[config.mk]
export PLATFORM = sky130hd
export DESIGN_NAME = secl_loader
export DESIGN_NICKNAME = d
export VERILOG_FILES = /design/src/verilog/secl_pkg.sv /design/src/verilog/secl_loader.sv /design/src/verilog/secl_shifter.sv
export VERILOG_INCLUDE_DIRS = /design/src /design/src/verilog
export SDC_FILE = /design/constraint.sdc
export NUM_CORES = 1
export LEC_CHECK = 0
export BUFFER_PORTS_ARGS = -buffer_cell sky130_fd_sc_hd__buf_2
export CORE_MARGIN = 10
export CORE_UTILIZATION = 45
export DETAILED_ROUTE_END_ITERATION = 10
export GPL_TIMING_DRIVEN = 0
export PLACE_DENSITY = 0.67
export SLEW_MARGIN = 20
export SYNTH_ARGS = -nofsm -noshare
export SYNTH_HDL_FRONTEND = slang
export SYNTH_SLANG_ARGS = --single-unit
[constraint.sdc]
create_clock -name ref_clk_i -period 7.23 [get_ports ref_clk_i]
set_clock_uncertainty 0.1 [all_clocks]
set_input_delay 0.723 -clock ref_clk_i [delete_from_list [all_inputs] [get_ports ref_clk_i]]
set_output_delay 0.723 -clock ref_clk_i [all_outputs]
set_load 0.01 [all_outputs]
[src/verilog/secl_regs.svh]
// Register offsets, field positions, timing counts and opcodes of the loader
`ifndef SECL_REGS_SVH
`define SECL_REGS_SVH

// ==========================================================================
// Register map
`define SECL_OFS_STATUS_CTRL  12'h260
`define SECL_OFS_CLOCK_FREQ   12'h268
`define SECL_DW_STATUS_CTRL   10'h098
`define SECL_DW_CLOCK_FREQ    10'h09A
`define SECL_BLK_PORT0        3'h0
`define SECL_BLK_PORT2        3'h2
`define SECL_BLK_CTRL_TYPE0   3'h3
`define SECL_BLK_CTRL_REGS    3'h4

// ==========================================================================
// Control register fields
`define SECL_F_WDATA_LO       0
`define SECL_F_RDATA_LO       8
`define SECL_F_RD_START       16
`define SECL_F_WR_START       17
`define SECL_F_CS_EN          18
`define SECL_F_BUSY           19
`define SECL_F_SIG_OK         20
`define SECL_F_LOAD_DONE      21
`define SECL_F_WIDTH_LO       22
`define SECL_FREQ_RESET       3'h0

// ==========================================================================
// Memory layout and opcodes
`define SECL_SIGNATURE        8'h5A
`define SECL_READ_OPCODE      8'h03
`define SECL_PROBE_LIMIT      3'h4
`define SECL_FMT_NO_CFG       0
`define SECL_FMT_MEM_LOAD     1
`define SECL_FMT_START_EN     2
`define SECL_ENTRY_LAST       3'h5

// ==========================================================================
// Serial clock periods in reference clock cycles (125 MHz)
`define SECL_PER_1MHZ         8'h7D
`define SECL_PER_2M5HZ        8'h32
`define SECL_PER_5MHZ         8'h19
`define SECL_PER_9M62HZ       8'h0D
`define SECL_PER_17M86HZ      8'h07

`endif

[src/verilog/secl_pkg.sv]
// Types shared by the loader and its serial byte shifter
package secl_pkg;

	typedef enum logic [3:0] {
		ST_RESET, ST_CMD, ST_PROBE, ST_FMT, ST_CNTL, ST_CNTH, ST_ENTRY,
		ST_PCNTL, ST_PCNTH, ST_PROG, ST_FINISH, ST_IDLE, ST_SWOP
	} secl_state_t;

	typedef struct packed {
		logic        busy;
		logic        done;
		logic        sck;
		logic        mosi;
		logic [7:0]  per;
		logic [7:0]  cnt;
		logic [2:0]  bitn;
		logic [7:0]  sh;
		logic [7:0]  rx;
	} secl_shift_t;

	typedef struct packed {
		secl_state_t st;
		logic        fr_s1;
		logic        fr_s2;
		logic        strap_s1;
		logic        strap_s2;
		logic        miso_s1;
		logic        miso_s2;
		logic        cs_n;
		logic [7:0]  fmt;
		logic [15:0] cnt;
		logic [2:0]  idx;
		logic [39:0] ent;
		logic [2:0]  probe;
		logic [1:0]  width;
		logic        sig_ok;
		logic        load_done;
		logic        mcu_rst;
		logic        usb_en;
		logic        pcie_en;
		logic [7:0]  wdata;
		logic [7:0]  rdata;
		logic        rd_go;
		logic        wr_go;
		logic        cs_en;
		logic [2:0]  freq;
		logic        busy_q;
		logic        irq;
		logic        cfg_wr;
		logic [2:0]  cfg_blk;
		logic [9:0]  cfg_dw;
		logic [31:0] cfg_data;
		logic        prog_wr;
		logic [14:0] prog_addr;
		logic [7:0]  prog_data;
		logic [31:0] bus_rdata;
		logic        sh_start;
		logic [7:0]  sh_tx;
	} secl_load_t;

endpackage

[src/verilog/secl_loader.sv]
// Serial memory configuration loader with software byte access
`timescale 1ns/1ns
`default_nettype none
`include "secl_regs.svh"

module secl_loader (
	input  wire logic        ref_clk_i,
	input  wire logic        rst_n_i,
	input  wire logic        fundamental_reset_n_i,
	input  wire logic        root_complex_strap_i,
	input  wire logic        reg_wr_en_i,
	input  wire logic        reg_rd_en_i,
	input  wire logic [11:0] reg_addr_i,
	input  wire logic [31:0] reg_wdata_i,
	output logic      [31:0] reg_rdata_o,
	output logic             eeprom_cs_n_o,
	output logic             eeprom_serial_clock_o,
	output logic             eeprom_serial_out_o,
	input  wire logic        eeprom_serial_in_i,
	output logic             cfg_wr_o,
	output logic      [2:0]  cfg_block_o,
	output logic      [9:0]  cfg_dword_o,
	output logic      [31:0] cfg_data_o,
	output logic             prog_wr_o,
	output logic      [14:0] prog_addr_o,
	output logic      [7:0]  prog_data_o,
	output logic             mcu_reset_o,
	output logic             usb_enable_o,
	output logic             pcie_enable_o,
	output logic             load_done_o,
	output logic             irq_o
);

	secl_pkg::secl_load_t r_reg, r_next;
	logic       sh_done;
	logic [7:0] sh_rx;

	// ==========================================================================
	// Decoding helpers
	function automatic logic [7:0] period_of(input logic [2:0] code);
		case (code)
			3'h1:    period_of = `SECL_PER_2M5HZ;
			3'h2:    period_of = `SECL_PER_5MHZ;
			3'h3:    period_of = `SECL_PER_9M62HZ;
			3'h4:    period_of = `SECL_PER_17M86HZ;
			default: period_of = `SECL_PER_1MHZ;
		endcase
	endfunction

	function automatic logic block_ok(input logic [2:0] blk);
		block_ok = (blk == `SECL_BLK_PORT0) || (blk == `SECL_BLK_PORT2) ||
			(blk == `SECL_BLK_CTRL_TYPE0) || (blk == `SECL_BLK_CTRL_REGS);
	endfunction

	function automatic logic [31:0] ctrl_view(input secl_pkg::secl_load_t s);
		ctrl_view = 32'h0000_0000;
		ctrl_view[`SECL_F_WDATA_LO +: 8] = s.wdata;
		ctrl_view[`SECL_F_RDATA_LO +: 8] = s.rdata;
		ctrl_view[`SECL_F_RD_START]      = s.rd_go;
		ctrl_view[`SECL_F_WR_START]      = s.wr_go;
		ctrl_view[`SECL_F_CS_EN]         = s.cs_en;
		ctrl_view[`SECL_F_BUSY]          = s.busy_q;
		ctrl_view[`SECL_F_SIG_OK]        = s.sig_ok;
		ctrl_view[`SECL_F_LOAD_DONE]     = s.load_done;
		ctrl_view[`SECL_F_WIDTH_LO +: 2] = s.width;
	endfunction

	// ==========================================================================
	// Byte shifter
	secl_shifter u_shifter (
		.ref_clk_i (ref_clk_i),
		.rst_n_i   (rst_n_i),
		.period_i  (period_of(r_reg.freq)),
		.start_i   (r_reg.sh_start),
		.tx_i      (r_reg.sh_tx),
		.miso_i    (r_reg.miso_s2),
		.sck_o     (eeprom_serial_clock_o),
		.mosi_o    (eeprom_serial_out_o),
		.done_o    (sh_done),
		.rx_o      (sh_rx)
	);

	// ==========================================================================
	// Load sequencer and register file
	always_comb begin
		r_next = r_reg;
		r_next.fr_s1    = fundamental_reset_n_i;
		r_next.fr_s2    = r_reg.fr_s1;
		r_next.strap_s1 = root_complex_strap_i;
		r_next.strap_s2 = r_reg.strap_s1;
		r_next.miso_s1  = eeprom_serial_in_i;
		r_next.miso_s2  = r_reg.miso_s1;
		r_next.sh_start = 1'b0;
		r_next.sh_tx    = 8'h00;
		r_next.cfg_wr   = 1'b0;
		r_next.prog_wr  = 1'b0;

		case (r_reg.st)
			secl_pkg::ST_RESET: begin
				if (r_reg.fr_s2) begin
					r_next.cs_n     = 1'b0;
					r_next.sh_start = 1'b1;
					r_next.sh_tx    = `SECL_READ_OPCODE;
					r_next.st       = secl_pkg::ST_CMD;
				end
			end
			secl_pkg::ST_CMD: begin
				if (sh_done) begin
					r_next.probe    = 3'h1;
					r_next.sh_start = 1'b1;
					r_next.st       = secl_pkg::ST_PROBE;
				end
			end
			secl_pkg::ST_PROBE: begin
				if (sh_done) begin
					if (sh_rx == `SECL_SIGNATURE && r_reg.probe != 3'h1) begin
						r_next.width    = r_reg.probe[1:0] - 2'h1;
						r_next.sig_ok   = 1'b1;
						r_next.sh_start = 1'b1;
						r_next.st       = secl_pkg::ST_FMT;
					end else if (sh_rx != 8'h00 || r_reg.probe == `SECL_PROBE_LIMIT) begin
						r_next.width = 2'h0;
						r_next.st    = secl_pkg::ST_FINISH;
					end else begin
						r_next.probe    = r_reg.probe + 3'h1;
						r_next.sh_start = 1'b1;
					end
				end
			end
			secl_pkg::ST_FMT: begin
				if (sh_done) begin
					r_next.fmt      = sh_rx;
					r_next.cnt      = 16'h0000;
					r_next.sh_start = 1'b1;
					if (!sh_rx[`SECL_FMT_NO_CFG])
						r_next.st = secl_pkg::ST_CNTL;
					else if (sh_rx[`SECL_FMT_MEM_LOAD])
						r_next.st = secl_pkg::ST_PCNTL;
					else begin
						r_next.sh_start = 1'b0;
						r_next.st       = secl_pkg::ST_FINISH;
					end
				end
			end
			secl_pkg::ST_CNTL: begin
				if (sh_done) begin
					r_next.cnt[7:0] = sh_rx;
					r_next.sh_start = 1'b1;
					r_next.st       = secl_pkg::ST_CNTH;
				end
			end
			secl_pkg::ST_CNTH: begin
				if (sh_done) begin
					r_next.cnt[15:8] = sh_rx;
					r_next.idx       = 3'h0;
					r_next.sh_start  = 1'b1;
					if ({sh_rx, r_reg.cnt[7:0]} != 16'h0000)
						r_next.st = secl_pkg::ST_ENTRY;
					else if (r_reg.fmt[`SECL_FMT_MEM_LOAD])
						r_next.st = secl_pkg::ST_PCNTL;
					else begin
						r_next.sh_start = 1'b0;
						r_next.st       = secl_pkg::ST_FINISH;
					end
				end
			end
			secl_pkg::ST_ENTRY: begin
				if (sh_done) begin
					r_next.ent = {sh_rx, r_reg.ent[39:8]};
					r_next.idx = r_reg.idx + 3'h1;
					r_next.cnt = r_reg.cnt - 16'h0001;
					if (r_reg.idx == `SECL_ENTRY_LAST) begin
						r_next.idx = 3'h0;
						if (block_ok(r_reg.ent[12:10])) begin
							r_next.cfg_wr   = 1'b1;
							r_next.cfg_blk  = r_reg.ent[12:10];
							r_next.cfg_dw   = r_reg.ent[9:0];
							r_next.cfg_data = {sh_rx, r_reg.ent[39:16]};
						end
						if (r_reg.ent[12:10] == `SECL_BLK_PORT0 &&
							r_reg.ent[9:0] == `SECL_DW_CLOCK_FREQ)
							r_next.freq = r_reg.ent[18:16];
						if (r_reg.ent[12:10] == `SECL_BLK_PORT0 &&
							r_reg.ent[9:0] == `SECL_DW_STATUS_CTRL) begin
							r_next.wdata = r_reg.ent[23:16];
							r_next.rd_go = r_reg.ent[16 + `SECL_F_RD_START];
							r_next.wr_go = r_reg.ent[16 + `SECL_F_WR_START];
							r_next.cs_en = r_reg.ent[16 + `SECL_F_CS_EN];
						end
					end
					r_next.sh_start = 1'b1;
					if (r_reg.cnt == 16'h0001) begin
						if (r_reg.fmt[`SECL_FMT_MEM_LOAD])
							r_next.st = secl_pkg::ST_PCNTL;
						else begin
							r_next.sh_start = 1'b0;
							r_next.st       = secl_pkg::ST_FINISH;
						end
					end
				end
			end
			secl_pkg::ST_PCNTL: begin
				if (sh_done) begin
					r_next.cnt[7:0] = sh_rx;
					r_next.sh_start = 1'b1;
					r_next.st       = secl_pkg::ST_PCNTH;
				end
			end
			secl_pkg::ST_PCNTH: begin
				if (sh_done) begin
					r_next.cnt[15:8] = sh_rx;
					r_next.prog_addr = 15'h0000;
					if ({sh_rx, r_reg.cnt[7:0]} != 16'h0000) begin
						r_next.sh_start = 1'b1;
						r_next.st       = secl_pkg::ST_PROG;
					end else
						r_next.st = secl_pkg::ST_FINISH;
				end
			end
			secl_pkg::ST_PROG: begin
				if (sh_done) begin
					r_next.prog_wr   = 1'b1;
					r_next.prog_addr = r_reg.prog_addr;
					r_next.prog_data = sh_rx;
					r_next.cnt       = r_reg.cnt - 16'h0001;
					if (r_reg.cnt == 16'h0001)
						r_next.st = secl_pkg::ST_FINISH;
					else
						r_next.sh_start = 1'b1;
				end
			end
			secl_pkg::ST_FINISH: begin
				r_next.cs_n      = 1'b1;
				r_next.load_done = 1'b1;
				r_next.usb_en    = r_reg.strap_s2;
				r_next.pcie_en   = !r_reg.strap_s2;
				r_next.mcu_rst   = !(r_reg.sig_ok && r_reg.fmt[`SECL_FMT_MEM_LOAD] &&
					r_reg.fmt[`SECL_FMT_START_EN]);
				r_next.st        = secl_pkg::ST_IDLE;
			end
			secl_pkg::ST_IDLE: begin
				r_next.cs_n = !r_reg.cs_en;
				if (r_reg.rd_go || r_reg.wr_go) begin
					r_next.cs_n     = 1'b0;
					r_next.sh_start = 1'b1;
					r_next.sh_tx    = r_reg.rd_go ? 8'h00 : r_reg.wdata;
					r_next.st       = secl_pkg::ST_SWOP;
				end
			end
			secl_pkg::ST_SWOP: begin
				if (sh_done) begin
					if (r_reg.rd_go)
						r_next.rdata = sh_rx;
					r_next.rd_go = 1'b0;
					r_next.wr_go = 1'b0;
					r_next.st    = secl_pkg::ST_IDLE;
				end
			end
			default: r_next.st = secl_pkg::ST_RESET;
		endcase
		if (r_reg.prog_wr)
			r_next.prog_addr = r_reg.prog_addr + 15'h0001;

		// Register port
		if (reg_wr_en_i && reg_addr_i == `SECL_OFS_STATUS_CTRL) begin
			r_next.wdata = reg_wdata_i[`SECL_F_WDATA_LO +: 8];
			r_next.cs_en = reg_wdata_i[`SECL_F_CS_EN];
			if (reg_wdata_i[`SECL_F_RD_START])
				r_next.rd_go = 1'b1;
			if (reg_wdata_i[`SECL_F_WR_START])
				r_next.wr_go = 1'b1;
		end
		if (reg_wr_en_i && reg_addr_i == `SECL_OFS_CLOCK_FREQ)
			r_next.freq = reg_wdata_i[2:0];
		r_next.bus_rdata = 32'h0000_0000;
		if (reg_rd_en_i && reg_addr_i == `SECL_OFS_STATUS_CTRL)
			r_next.bus_rdata = ctrl_view(r_reg);
		if (reg_rd_en_i && reg_addr_i == `SECL_OFS_CLOCK_FREQ)
			r_next.bus_rdata = {29'h0000_0000, r_reg.freq};

		// Busy status and its falling-edge interrupt
		r_next.busy_q = (r_next.st != secl_pkg::ST_IDLE);
		r_next.irq    = r_reg.busy_q && !r_next.busy_q;

		// Fundamental reset holds the sequencer and controller
		if (!r_reg.fr_s2) begin
			r_next.st        = secl_pkg::ST_RESET;
			r_next.cs_n      = 1'b1;
			r_next.mcu_rst   = 1'b1;
			r_next.load_done = 1'b0;
			r_next.sig_ok    = 1'b0;
			r_next.width     = 2'h0;
			r_next.usb_en    = 1'b0;
			r_next.pcie_en   = 1'b0;
			r_next.freq      = `SECL_FREQ_RESET;
			r_next.rd_go     = 1'b0;
			r_next.wr_go     = 1'b0;
			r_next.cs_en     = 1'b0;
			r_next.wdata     = 8'h00;
			r_next.rdata     = 8'h00;
			r_next.busy_q    = 1'b1;
			r_next.irq       = 1'b0;
		end
	end

	always_ff @(posedge ref_clk_i or negedge rst_n_i) begin
		if (!rst_n_i) begin
			r_reg         <= '0;
			r_reg.st      <= secl_pkg::ST_RESET;
			r_reg.cs_n    <= 1'b1;
			r_reg.mcu_rst <= 1'b1;
			r_reg.busy_q  <= 1'b1;
			r_reg.freq    <= `SECL_FREQ_RESET;
		end else
			r_reg <= r_next;
	end

	// ==========================================================================
	// Outputs
	assign reg_rdata_o   = r_reg.bus_rdata;
	assign eeprom_cs_n_o = r_reg.cs_n;
	assign cfg_wr_o      = r_reg.cfg_wr;
	assign cfg_block_o   = r_reg.cfg_blk;
	assign cfg_dword_o   = r_reg.cfg_dw;
	assign cfg_data_o    = r_reg.cfg_data;
	assign prog_wr_o     = r_reg.prog_wr;
	assign prog_addr_o   = r_reg.prog_addr;
	assign prog_data_o   = r_reg.prog_data;
	assign mcu_reset_o   = r_reg.mcu_rst;
	assign usb_enable_o  = r_reg.usb_en;
	assign pcie_enable_o = r_reg.pcie_en;
	assign load_done_o   = r_reg.load_done;
	assign irq_o         = r_reg.irq;

endmodule
`default_nettype wire

[src/verilog/secl_shifter.sv]
// Serial byte shifter with divided serial clock, mode 0, MSB first
`timescale 1ns/1ns
`default_nettype none
`include "secl_regs.svh"

module secl_shifter (
	input  wire logic       ref_clk_i,
	input  wire logic       rst_n_i,
	input  wire logic [7:0] period_i,
	input  wire logic       start_i,
	input  wire logic [7:0] tx_i,
	input  wire logic       miso_i,
	output logic            sck_o,
	output logic            mosi_o,
	output logic            done_o,
	output logic [7:0]      rx_o
);

	secl_pkg::secl_shift_t r_reg, r_next;

	// ==========================================================================
	// Bit timing
	always_comb begin
		r_next = r_reg;
		r_next.done = 1'b0;
		if (!r_reg.busy) begin
			if (start_i) begin
				r_next.busy = 1'b1;
				r_next.per  = period_i;
				r_next.sh   = tx_i;
				r_next.mosi = tx_i[7];
				r_next.cnt  = 8'h00;
				r_next.bitn = 3'h0;
			end
		end else begin
			r_next.cnt = r_reg.cnt + 8'h01;
			if (r_reg.cnt == (r_reg.per >> 1))
				r_next.sck = 1'b1;
			if (r_reg.cnt == r_reg.per - 8'h01) begin
				r_next.sck  = 1'b0;
				r_next.cnt  = 8'h00;
				r_next.sh   = {r_reg.sh[6:0], miso_i};
				r_next.mosi = r_reg.sh[6];
				r_next.bitn = r_reg.bitn + 3'h1;
				if (r_reg.bitn == 3'h7) begin
					r_next.busy = 1'b0;
					r_next.done = 1'b1;
					r_next.rx   = {r_reg.sh[6:0], miso_i};
				end
			end
		end
	end

	always_ff @(posedge ref_clk_i or negedge rst_n_i) begin
		if (!rst_n_i)
			r_reg <= '0;
		else
			r_reg <= r_next;
	end

	assign sck_o  = r_reg.sck;
	assign mosi_o = r_reg.mosi;
	assign done_o = r_reg.done;
	assign rx_o   = r_reg.rx;

endmodule
`default_nettype wire
After elaboration in Yosys (flattened, before gate mapping)
Cells that the tools add are included.
{"block": "op_classes", "reduce_logical": 52, "n_addsub": 8, "eq_ne": 60, "bitwise_logic": 1, "mux": 108}
{"cell": "$mux 46", "n": 4}
{"cell": "$mux 4", "n": 24}
{"cell": "$mux 8", "n": 10}
{"cell": "$pmux 8 s4", "n": 2}
{"cell": "$mux 59", "n": 1}
{"cell": "$pmux 4 s13", "n": 1}
{"cell": "$mux 24", "n": 2}
{"cell": "$mux 16", "n": 2}
{"cell": "$mux 32", "n": 1}
{"cell": "$mux 31", "n": 1}
{"cell": "$mux 15", "n": 2}
{"cell": "$mux 3", "n": 10}
{"cell": "$ne 3x1->1 const B", "n": 10}
{"cell": "$pmux 15 s2", "n": 1}
{"cell": "$mux 28", "n": 1}
{"cell": "$pmux 7 s4", "n": 1}
{"cell": "$mux 27", "n": 1}
{"cell": "$mux 1", "n": 26}
{"cell": "$ne 2x1->1 const B", "n": 13}
{"cell": "$eq 12x10->1 const B", "n": 2}
{"cell": "$eq 10x8->1 const B", "n": 2}
{"cell": "$eq 4x4->1 const B", "n": 5}
{"cell": "$mux 19", "n": 1}
{"cell": "$mux 6", "n": 3}
{"cell": "43 further kinds", "n": 103}
{"block": "totals", "output_inout_bits": 110, "in_bits": 51, "regBits": 256}

Logic depth before layout (Yosys ltp)
{"block": "logic_depth", "ltp_word": 10, "depth_mapped": 11, "mapped_depth_nobuf": 8}

By module
Synthesis repeated with hierarchy kept, for this count alone.
{"block": "unflattened", "cells_unflattened": 1158, "hier_area_um2": 12279.3}
{"mod": "secl_loader", "area_each_um2": 10214.8, "seq_area_each_um2": 5233.8, "instances": 1, "cells_per_inst": 965}
{"mod": "secl_shifter", "area_each_um2": 2064.5, "seq_area_each_um2": 950.9, "instances": 1, "cells_per_inst": 193}

Worst setup path before layout
Ideal clock, no wire load.
{"block": "synth_timing", "path_kind": "register -> register", "from": "register u_shifter.r_reg[28] (netlist name)", "to": "register u_shifter.r_reg[10] (netlist name)", "setup_slack_ns": 4.308, "stages_incl_launch_ff": 11, "setup_time_ns": 0.126, "t_arrival_ns": 2.696, "synth_period_minus_slack_ns": 2.922, "cell_sequence": "dfrtp_1 > clkbuf_1 > inv_1 > ha_1 > buf_6 > or4b_2 > nor3_1 > o41ai_1 > nor4b_4 > nor2_4 > a221o_1"}
{"block": "synth_between", "elab_chain_cells": 4}
{"item": "start, declared", "line_no": "secl_shifter.sv:19", "source": "secl_pkg::secl_shift_t r_reg, r_next;"}
{"item": "start signal, assigned", "line_no": "secl_shifter.sv:58", "source": "r_reg <= r_next;"}
{"item": "$sub 8x1->8", "line_no": "secl_shifter.sv:39", "source": "if (r_reg.cnt == r_reg.per - 8'h01) begin"}
{"item": "$eq 8x8->1", "line_no": "secl_shifter.sv:39"}
{"item": "$ne 2x2->1 (no source line)"}
{"item": "$reduce_and 2->1 (no source line)"}
Every way passes these cells.
A chain may end at the register's enable or synchronous reset.

Worst setup path in the final report
{"block": "layout_timing", "from": "register u_shifter.r_reg[28] (netlist name)", "to": "register u_shifter.r_reg[9] (netlist name)"}
Same word-level chain as after synthesis.

==> impl_results.md <==
- Initial antenna violation count: 0
- Routed vias: 9,316
- Post_cts resized: 0
- Setup TNS Final: 0 ns
- R2r endpoint: u_shifter.r_reg[9]
- Nature of the critical path endpoint: flop
- CP Data Arrival Time: 3.60 ns
- Crit path cell chain: clkbuf_1 -> inv_1 -> ha_1 -> buf_6 -> or4b_2 -> nor3_1 -> o41ai_1 -> nor4b_4 -> nor2_4 -> a221o_1
- Met1 global-route usage: 26.03%
- Global routing usage on met3: 3.076%
- Final setup viols: 0
- Final WL: 31,430 um
- CP max stage cell: or4b_2
- Starting Density: 45.73%
- P&R area growth vs syn: 15.95%
- Synth cell types: 76
- LEAKAGE: 0.007215 uW
- H-tree levels: 1
- Largest net degree at the start of global routing: 102
- Register area share after synthesis: 50.12%
- CP startpoint: u_shifter.r_reg[28]
- RSZ-0062 raised after global routing: false
- Global-route wire length before repair: 50,680 um
- Hold Crit Class: in -> async
- Yosys warns: 0
- Core area: 0.02688 mm2
- Reg2reg start: u_shifter.r_reg[28]
- Clock Path Buffers: 3
- Worst-Margin Slew: 1.011 ns
- GR peak layer: met2
- Register-to-Register Setup Slack: 3.92 ns
- Post-synth EDFFs: 0
- Clock slew at the register clock pins of the worst setup and hold paths: 0.06 ns
- Max reg flops: 106
- Placed Area: 0.01346 mm2
- Num Clock Sinks: 246
- Avg Cell Area, Syn: 10.16 um2
- Number of global-route vias before repair: 9,172
- Critical Path End: u_shifter.r_reg[9]
- Diode count: 0
- PD cells: 209.7 mW/mm2
- Final ANT Viol Nets: 0
- Status: finished, final reports clean
- Vias/cell: 5.385
- Worst-Skew Late Latency: 0.52 ns
- Die H: 185.3 um
- Slew Limit Fails: 0
- Tmin final: 3.308 ns
- Iter 0 DRT Violations: 797
- CTS Hold Buffers Added: 0
- Critical path class: reg -> reg
- Max FO, Critical Path: 9
- Number of max-cap violations: 0
- Max incr delay on CP: 0.66 ns
- I/O pin count: 161
- R2R cell count: 10
- VDD IR-drop max: 0.1522 mV
- Critical Path RT: 7.52 ns
- Syn Inst Count: 1,209
- Fin crit share: 45.75%
- Synthesized area: 0.01229 mm2
- Top FF cell, synth: dfrtp_1
- Initial DRT Pass Iterations: 5
- Root Buffer: clkbuf_16
- Async SR Flop Fraction: 100.0%
- #FFs+latches synth: 246
- Fillers: 2,430
- Hold Vio Cnt, Final: 0
- Standard-cell rows: 60
- Grt ovf: 0
- Final HPWL DP: 22,830 um
- Setup Fix Bufs, Post-CTS: 0
- Share of cells above drive strength 1: 25.63%
- Fmax: 0.3023 GHz
- Port buffer count: 130
- Multi-input logic area: 0.004996 mm2
- Startpoint Class: flop
- Final Net Count: 1,437
- Post-route DRC: 0
- GRT Resource Usage Total: 18.33%
- TritonCTS buffer count: 25
- Die X: 185.3 um
- Slew HR: 32.11%
- Fin area: 0.01425 mm2
- Met2 usage: 28.60%
- Die area: 0.03432 mm2
- Register area: 0.006160 mm2
- Wire length per cell: 18.16 um
- TritonCTS clock tree: yes
- GP Congestion: 0.9222
-- cell type report --
type,instances,share of cell area [%]
Multi-Input combinational cell,778,35.06
Clock inverter,6,0.4127
Buffer,162,7.349
Tap cell,341,2.994
Timing Repair Buffer,132,5.022
Sequential cell,246,43.23
Inverter,30,0.7902
Clock buffer,35,5.145
-- power breakdown --
group          switching, uW  total [uW]  internal, uW
Clock                    526        1260           737
Combinational            146         255           109
Sequential              49.7        1470          1420
-- synthesized netlist by cell type, types with 7 or more instances --
cell type	instances	area, um2
mux2i_1	25	250.2
mux2_2	26	292.8
nand3_1	37	185.2
a21oi_1	34	170.2
nand2_1	184	690.7
a31oi_1	10	62.56
mux2_1	10	112.6
and4_1	8	70.07
mux2_4	27	405.4
o21ai_0	76	380.4
buf_6	7	78.83
clkbuf_1	46	172.7
xor2_1	15	131.4
a221o_1	8	80.08
nor2b_1	18	112.6
a211oi_1	7	52.55
nor3_1	26	130.1
ha_1	11	137.6
xnor2_1	13	113.9
inv_1	30	112.6
buf_4	101	758.2
o211ai_1	8	60.06
dfrtp_1	243	6081
and2_1	44	275.3
nor4_1	11	68.82
nand4_1	13	81.33
a22oi_1	7	52.55
nor2_1	49	183.9
-- critical path: cells and delay by family (launching register included) --
kind | cells | cell delay (ns)
DFF | 1 | 0.32
AOI/OAI and AO/OA | 2 | 0.48
and+or+nand+nor | 4 | 1.55
adders and majority gates | 1 | 0.20
buffers and inverters | 3 | 0.54
-- routing by layer --
metal,wire (um),vias to the layer above
met5,0,-
met4,546,0
met3,1968,46
met2,14420,307
met1,14490,4547
li1,-,4416
-- cells in the final DEF (no fill, tap or decap), types with 8 or more instances in the layout --
cell type and count:
mux2_2 26, a21oi_1 34, clkbuf_16 25, o211ai_1 8
nand4_1 13, ha_1 11, nor2_1 49, buf_2 134
nor4_1 11, nand2_1 184, clkbuf_1 49, mux2i_1 25
a221o_1 8, xnor2_1 13, nand3_1 37, conb_1 8
mux2_4 27, buf_4 101, nor2b_1 18, a31oi_1 10
xor2_1 15, dfrtp_1 243, inv_1 30, and2_1 44
o21ai_0 76, mux2_1 10, and4_1 8, nor3_1 26
-- worst min path at each step --
| stage | start | endpoint | slack, ns | cells past startpoint |
|---|---|---|---|---|
| after CTS | rst_n_i | r_reg[142] | 0.02 | 1 |
| after global placement | r_next[215] | r_reg[215] | 0.23 | 0 |
| after detailed placement | r_next[217] | r_reg[217] | 0.24 | 0 |
| after floorplan | r_next[213] | r_reg[213] | 0.23 | 0 |
| after global routing | rst_n_i | u_shifter.sck_o | 0.03 | 1 |
| final | rst_n_i | u_shifter.sck_o | 0.01 | 1 |
-- through the flow --
step                cells  power, uW  hold WS, ns  setup WS [ns]  util (%)
global placement     1687       1736       0.2334         0.9012     49.83
finish               1730       2989      0.01196          3.922     53.02
floorplan            1216       1657       0.2312          4.308         -
global route         1730       3116      0.03171          3.659     53.02
detailed placement   1689       1749       0.2358          3.914     50.07
CTS                  1730       3019      0.01985          3.886     53.02
-- kinds of logic (layout without fill, tap and decap cells) --
logic type | after synthesis | in the layout | synth area share (%)
xor+xnor | 28 | 28 | 1.996
mux | 88 | 88 | 8.634
compound gates | 203 | 203 | 10.57
simple gates | 440 | 440 | 18.09
other cells | 1 | 8 | 0.03051
buf+inv | 192 | 365 | 9.438
fa+ha+maj | 11 | 11 | 1.120
flops | 246 | 246 | 50.12
Note: power is estimated with default switching activity, not from simulation.
